--- config.mk ---
export PLATFORM = sky130hd
export DESIGN_NAME = ddrcd_top
export DESIGN_NICKNAME = d
export VERILOG_FILES = /design/src/hdl/ddrcd_pkg.sv /design/src/hdl/ddrcd_fifo.sv /design/src/hdl/ddrcd_top.sv
export SDC_FILE = /design/constraint.sdc
export NUM_CORES = 1
export LEC_CHECK = 0
export ABC_AREA = 1
export BUFFER_PORTS_ARGS = -buffer_cell sky130_fd_sc_hd__buf_4
export CAP_MARGIN = 20
export CORE_MARGIN = 4
export CORE_UTILIZATION = 40
export CTS_BUF_LIST = sky130_fd_sc_hd__clkbuf_8
export CTS_CLUSTER_DIAMETER = 120
export DETAILED_ROUTE_END_ITERATION = 10
export GPL_TIMING_DRIVEN = 0
export PLACE_DENSITY = 0.6
export SYNTH_ARGS = -nofsm -noshare
export SYNTH_HDL_FRONTEND = slang
export SYNTH_SLANG_ARGS = --single-unit
--- constraint.sdc ---
create_clock -name SYS_CLK -period 2.47 [get_ports SYS_CLK]
set_input_delay 0.1235 -clock SYS_CLK [delete_from_list [all_inputs] [get_ports SYS_CLK]]
set_output_delay 0.1235 -clock SYS_CLK [all_outputs]
set_load 0.005 [all_outputs]
--- src/hdl/ddrcd_pkg.sv ---
// Notes on behaviour
// - a10 high on column access: auto precharge
// - a10 high on precharge: all banks
// - a12 low on column access chops burst
// - cs high masks every command
// - command pins latched on ck rising crossing
// - ras low, cas/we high: activate bank
// - ras low, cas high, we low: precharge
// - ras high, cas low: read/write by we
// - strobe driven with read data, edge aligned
// - termination option disables data mask
// - with termination off, masked beats never update the array
// - bank address picks the target bank
// - mode register 1 bit 11 enables termination
package ddrcd_pkg;
    localparam int DDRCD_BANKS = 8;
    localparam int DDRCD_BA_W = 3;
    localparam int DDRCD_ADDR_W = 15;
    localparam int DDRCD_AP_BIT = 10;
    localparam int DDRCD_BC_BIT = 12;
    localparam int DDRCD_TDQS_BIT = 11;
    localparam logic [2:0] DDRCD_MR1_BA = 3'h1;
    localparam logic [7:0] DDRCD_BANK_RST = 8'h00;
    localparam int DDRCD_BEATS_FULL = 8;
    localparam int DDRCD_BEATS_CHOP = 4;
    localparam int DDRCD_FIFO_DEPTH = 16;

    typedef struct packed {
        logic cs_n;
        logic ras_n;
        logic cas_n;
        logic we_n;
        logic [DDRCD_BA_W-1:0] ba;
        logic [DDRCD_ADDR_W-1:0] addr;
    } ddrcd_cmd_s;

    // one beat of write data with its bank, written to the array side
    typedef struct packed {
        logic [DDRCD_BA_W-1:0] bank;
        logic [7:0] data;
    } ddrcd_beat_s;
endpackage : ddrcd_pkg

--- src/hdl/ddrcd_fifo.sv ---
`timescale 1ns/10ps
module ddrcd_fifo
    import ddrcd_pkg::*;
#(
    parameter int WIDTH = 11,
    parameter int DEPTH = DDRCD_FIFO_DEPTH
) (
    input wire logic clk,
    input wire logic rst_n,
    input wire logic ce,
    input wire logic in_valid,
    output logic in_ready,
    input wire logic [WIDTH-1:0] in_data,
    output logic out_valid,
    input wire logic out_ready,
    output logic [WIDTH-1:0] out_data
);
    localparam int AW = $clog2(DEPTH);
    initial begin
        if (DEPTH < 2 || (1 << AW) != DEPTH) $error("fifo depth must be a power of two");
    end
    typedef struct packed {
        logic [AW:0] wp;
        logic [AW:0] rp;
    } ddrcd_fptr_s;
    ddrcd_fptr_s st_reg, st_next;
    logic [WIDTH-1:0] mem [DEPTH];
    logic push, pop;

    // full and empty from pointers with a wrap bit
    assign in_ready = (st_reg.wp ^ st_reg.rp) != {1'b1, {AW{1'b0}}};
    assign out_valid = st_reg.wp != st_reg.rp;
    assign out_data = mem[st_reg.rp[AW-1:0]];
    assign push = ce && in_valid && in_ready;
    assign pop = ce && out_valid && out_ready;

    always_comb begin
        st_next = st_reg;
        if (push) st_next.wp = st_reg.wp + 1'b1;
        if (pop) st_next.rp = st_reg.rp + 1'b1;
    end

    always_ff @(posedge clk) begin
        if (!rst_n) st_reg <= '0;
        else st_reg <= st_next;
        if (push) mem[st_reg.wp[AW-1:0]] <= in_data;
    end
endmodule : ddrcd_fifo

--- src/hdl/ddrcd_top.sv ---
`timescale 1ns/10ps
module ddrcd_top
    import ddrcd_pkg::*;
(
    input wire logic SYS_CLK,
    input wire logic RESET_N,
    input wire logic CLK_EN,
    input wire logic LINK_CK,
    input wire ddrcd_cmd_s CMD,
    input wire logic DQS_IN,
    input wire logic [7:0] DQ_IN,
    input wire logic DM_IN,
    input wire logic [7:0] RD_DATA,
    input wire logic WR_READY,
    output logic DQS_OUT,
    output logic DQS_OE_N,
    output logic [7:0] DQ_OUT,
    output logic DQ_OE_N,
    output logic TDQS_TERM,
    output logic [DDRCD_BANKS-1:0] BANK_OPEN,
    output logic WR_VALID,
    output ddrcd_beat_s WR_BEAT,
    output logic FIFO_FULL
);
    // pin sampling: two stages before any logic looks at the link pins; RD_DATA and WR_READY are used unsampled
    typedef struct packed {
        logic [1:0] ck;
        ddrcd_cmd_s cmd1;
        ddrcd_cmd_s cmd2;
        logic [1:0] dqs;
        logic [7:0] dq1;
        logic [7:0] dq2;
        logic dm1;
        logic dm2;
    } ddrcd_sync_s;

    typedef enum logic [2:0] {
        ST_IDLE = 3'b001,
        ST_RD = 3'b010,
        ST_WR = 3'b100
    } ddrcd_state_e;

    typedef struct packed {
        logic ck_d;
        logic dqs_d;
        ddrcd_state_e state;
        logic [3:0] beats;
        logic ap;
        logic [DDRCD_BA_W-1:0] bank;
        logic [DDRCD_BANKS-1:0] open;
        logic tdqs;
        logic dqs_o;
        logic oe_n;
        logic [7:0] dq_o;
        logic push;
        logic [7:0] wdata;
        logic full;
    } ddrcd_core_s;

    ddrcd_sync_s sy_reg, sy_next;
    ddrcd_core_s st_reg, st_next;
    ddrcd_cmd_s c;
    logic ck_rise, ck_edge, dqs_edge, fifo_ready;
    logic is_act, is_pre, is_rd, is_wr, is_mrs;

    ////////////////////////////////////////////////////////////////
    // synchroniser: first stages feed only the second stages
    always_comb begin
        sy_next.ck = {sy_reg.ck[0], LINK_CK};
        sy_next.cmd1 = CMD;
        sy_next.cmd2 = sy_reg.cmd1;
        sy_next.dqs = {sy_reg.dqs[0], DQS_IN};
        sy_next.dq1 = DQ_IN;
        sy_next.dq2 = sy_reg.dq1;
        sy_next.dm1 = DM_IN;
        sy_next.dm2 = sy_reg.dm1;
    end

    ////////////////////////////////////////////////////////////////
    // command decode on the rising crossing of the link clock
    assign c = sy_reg.cmd2;
    assign ck_rise = sy_reg.ck[1] && !st_reg.ck_d;
    assign ck_edge = sy_reg.ck[1] != st_reg.ck_d;
    assign dqs_edge = sy_reg.dqs[1] != st_reg.dqs_d;
    // cs high masks everything, cs is part of the code
    assign is_act = ck_rise && !c.cs_n && !c.ras_n && c.cas_n && c.we_n;
    assign is_pre = ck_rise && !c.cs_n && !c.ras_n && c.cas_n && !c.we_n;
    assign is_rd = ck_rise && !c.cs_n && c.ras_n && !c.cas_n && c.we_n;
    assign is_wr = ck_rise && !c.cs_n && c.ras_n && !c.cas_n && !c.we_n;
    assign is_mrs = ck_rise && !c.cs_n && !c.ras_n && !c.cas_n && !c.we_n;

    ////////////////////////////////////////////////////////////////
    // bank state, burst engine and strobe
    always_comb begin
        st_next = st_reg;
        st_next.ck_d = sy_reg.ck[1];
        st_next.dqs_d = sy_reg.dqs[1];
        st_next.push = 1'b0;
        st_next.full = !fifo_ready;
        // mode register 1 write sets the termination option
        if (is_mrs && c.ba == DDRCD_MR1_BA) st_next.tdqs = c.addr[DDRCD_TDQS_BIT];
        if (is_act) st_next.open[c.ba] = 1'b1;
        if (is_pre) begin
            if (c.addr[DDRCD_AP_BIT]) st_next.open = DDRCD_BANK_RST;
            else st_next.open[c.ba] = 1'b0;
        end
        // a column access only starts when the engine is free
        if ((is_rd || is_wr) && st_reg.state == ST_IDLE) begin
            st_next.state = is_rd ? ST_RD : ST_WR;
            st_next.bank = c.ba;
            st_next.ap = c.addr[DDRCD_AP_BIT];
            st_next.beats = c.addr[DDRCD_BC_BIT] ? 4'(DDRCD_BEATS_FULL) : 4'(DDRCD_BEATS_CHOP);
            st_next.oe_n = !is_rd;
            st_next.dqs_o = 1'b0;
        end
        case (st_reg.state)
            ST_RD: begin
                // data and strobe change together: edge aligned
                if (ck_edge) begin
                    st_next.dqs_o = !st_reg.dqs_o;
                    st_next.dq_o = RD_DATA;
                    st_next.beats = st_reg.beats - 4'h1;
                end
            end
            ST_WR: begin
                if (dqs_edge) begin
                    st_next.beats = st_reg.beats - 4'h1;
                    // with termination on, the mask pin is ignored
                    st_next.push = st_reg.tdqs || !sy_reg.dm2;
                    st_next.wdata = sy_reg.dq2;
                end
            end
            default: ;
        endcase
        if (st_reg.state != ST_IDLE && st_reg.beats == 4'h0) begin
            st_next.state = ST_IDLE;
            st_next.oe_n = 1'b1;
            if (st_reg.ap) st_next.open[st_reg.bank] = 1'b0;
        end
    end

    always_ff @(posedge SYS_CLK) begin
        if (!RESET_N) begin
            sy_reg <= '0;
            st_reg <= '{state: ST_IDLE, oe_n: 1'b1, open: DDRCD_BANK_RST, default: '0};
        end else if (CLK_EN) begin
            sy_reg <= sy_next;
            st_reg <= st_next;
        end
    end

    ////////////////////////////////////////////////////////////////
    // write beats buffered toward the array; overflow beats are dropped
    ddrcd_fifo #(.WIDTH($bits(ddrcd_beat_s)), .DEPTH(DDRCD_FIFO_DEPTH)) u_fifo (
        .clk(SYS_CLK),
        .rst_n(RESET_N),
        .ce(CLK_EN),
        .in_valid(st_reg.push),
        .in_ready(fifo_ready),
        .in_data({st_reg.bank, st_reg.wdata}),
        .out_valid(WR_VALID),
        .out_ready(WR_READY),
        .out_data(WR_BEAT)
    );

    assign DQS_OUT = st_reg.dqs_o;
    assign DQS_OE_N = st_reg.oe_n;
    assign DQ_OUT = st_reg.dq_o;
    assign DQ_OE_N = st_reg.oe_n;
    assign TDQS_TERM = st_reg.tdqs;
    assign BANK_OPEN = st_reg.open;
    assign FIFO_FULL = st_reg.full;
endmodule : ddrcd_top

==> flow_metrics.tcl <==
set metrics [dict create \
    core-area_sq_um 28700 \
    synth_top_area_share 0.455 \
    startpoint_type "register" \
    yosysSeqAreaShare 0.624 \
    synth-adder-area-share 0.00862 \
    slowest_stage "dfxtp_2" \
    skew_ns 0.0280 \
    synth-simple-area-share 0.160 \
    ys_ff_latch 274 \
    drv_cap 0 \
    areaGrowthSynthToFinish_pct 19.9 \
    initial_utilization 0.405 \
    finalSetupViolCount 0 \
    synth.distinct_cells 35 \
    drive_above_1_share 0.164 \
    synth_top_family_by_area "simple AND/OR/NAND/NOR gates" \
    ios 78 \
    synth_cells 1188 \
    synth_xor_area_frac 0.00743 \
    synth.avg_cell_area_sq_um 9.78 \
    crit_required_ns 2.35 \
    dp_hpwl_microns 21400 \
    cts_buffer_depth 3 \
    yosysWarnings 0 \
    vias 8905 \
    postRouteWirelength_microns 31700 \
    synth_top_area_cell "edfxtp_1" \
    routedWlPerCell_microns 18.0 \
    synth_compound_area_frac 0.116 \
    fmaxAchievable_mhz 430 \
    synthMuxAreaShare 0 \
    cp_max_fo 10 \
    worstPathCellList "buf_4 > buf_2 > nand2_1 > o211ai_1 > nand3_1 > nand3_1 > nand2_1 > buf_4" \
    instances_no_fill 1758 \
    drt_iter0_markers 861 \
    drcViolationCount 0 \
    finalCriticalPeriod_ns 2.32 \
    cts_max_level 2 \
    place.gp.congestion 0.860 \
    max_stage_delay_ns 0.40 \
    grt_pass1_vias 8472 \
    largest_reg_flops 176 \
    final_cell_mix "176 x edfxtp_1, 152 x inv_1, 145 x nor2_1, 144 x nand2_1, 118 x o21ai_0" \
    die_area_sq_um 31800 \
    antenna_found_initial 0 \
    cp-end-kind "primary output" \
    cts_buffers 47 \
    clkSinkCount 274 \
    hold_viol 0 \
    clock-root-buffer "clkbuf_8" \
    syn_area_sq_um 11600 \
    post_cts_buffers 0 \
    port-buffer-count 63 \
    status "finished, final reports clean" \
    rsz0062_at_grt "no" \
    ant_nets 0 \
    grt_start_max_net_pins 22 \
    tritoncts "yes" \
    grt_overflow 0 \
    netlist_top_cells_area "edfxtp_1 45%, dfxtp_1 17%, o21ai_0 5.1%" \
    critPathArrivalTime_ns 2.20 \
    clk_latency_ns 0.56 \
    die_w_microns 178 \
    final_common_cell "edfxtp_1" \
    min_path_type "input pin to register" \
    static-leakage-power_nw 5.56 \
    power_density_nw_per_um2 650 \
    die_y_microns 178 \
    grt_pass1_wl_microns 48600 \
    final-max-slew-violation-count 0 \
    first_pass_iters 5 \
    grt_usage 0.200 \
    viasPerCell 5.07 \
    worst_pin_slew_ns 1.03 \
    relSlewSlack 0.312 \
    critPathKind "register to primary output" \
    vdd_drop_max_mv 0.391 \
    period_share 0.941 \
    dp_cells 1642 \
    cts.clk_slew.worst_paths_ns 0.06 \
    syn_nets 1241 \
    rows 62 \
    final_util 0.485 \
    diodes 0 \
    fin_tns_setup_ns 0 \
    finalNetCount 1396 \
]
## stage by stage
| stage | area, sq um | hold WS [ns] | total power, mW | setup slack [ns] |
|---|---|---|---|---|
| floorplan | 11600 | 0.258 | 5.14 | 0.408 |
| global placement | 12600 | 0.344 | 5.23 | -0.572 |
| detailed placement | 12700 | 0.348 | 5.24 | 0.0235 |
| CTS | 13900 | 0.0000721 | 9.11 | 0.0103 |
| global route | 13900 | 0.0661 | 9.36 | 0.0291 |
| finish | 13900 | 0.0233 | 9.05 | 0.147 |
## repair_timing
action	4_1_cts	5_1_grt
hold buffers	34	0
resized for setup	5	16
setup endpoints to repair	12	59
endpoints found under the hold margin	40	0
pin swaps	0	1
## synth_stat cells, drive strengths merged
library cell  count
edfxtp          176
nor2            155
inv             151
nand2           151
o21ai           119
dfxtp            98
nand3            98
a21oi            77
buf              53
o211ai           45
clkbuf           24
nor3             10
ha                8
xor2              7
nand4             6
nand3b            5
xnor2             2
a31oi             1
clkinv            1
o21bai            1
## worst paths after layout
path | cells past startpoint | slack [ns] | end | from
worst max-delay path | 8 | 0.15 | WR_BEAT[6] | register
worst max register to register | 11 | 0.23 | u_fifo.mem[14][2]$_DFFE_PP_ | u_fifo.st_reg[7]$_SDFFE_PN0P_
worst min register to register | 2 | 0.46 | sy_reg[0]$_SDFFE_PN0P_ | sy_reg[0]$_SDFFE_PN0P_
worst min-delay path | 3 | 0.02 | sy_next[3]$_SDFFE_PN0P_ | CLK_EN
## per-layer routing
metal  track usage  share of wire
met5             0              0
met1         0.276           0.45
met3        0.0307          0.053
met4        0.0668          0.032
met2         0.325           0.47
## kinds of logic after synthesis
kind of cell / after synthesis
adder cells (fa/ha/maj): 8
AO/OA/AOI/OAI: 243
flip-flops: 274
XOR/XNOR: 9
buffers and inverters: 229
AND/OR/NAND/NOR: 425
## critical path, delay by kind of cell, from the launching register on
kind,cells,cell delay [ns]
flops,1,0.40
buf+inv,3,0.60
simple gates,4,0.55
compound gates,1,0.11
## power by group
part,switching (mW),internal (mW),total (mW)
logic,0.156,0.126,0.282
clock network,1.79,2.07,3.86
registers,0.0349,4.87,4.91
total,1.98,7.06,9.05
## area by class of cell
type | instances | area, sq um
Clock inverter | 30 | 178
Tap cell | 384 | 480
Fill cell | 2733 | 14800
Multi-Input combinational cell | 685 | 3410
Timing Repair Buffer | 106 | 907
Buffer | 77 | 437
Sequential cell | 274 | 7250
Inverter | 152 | 573
Clock buffer | 50 | 688
No activity file was read; power rests on OpenSTA's default activity.
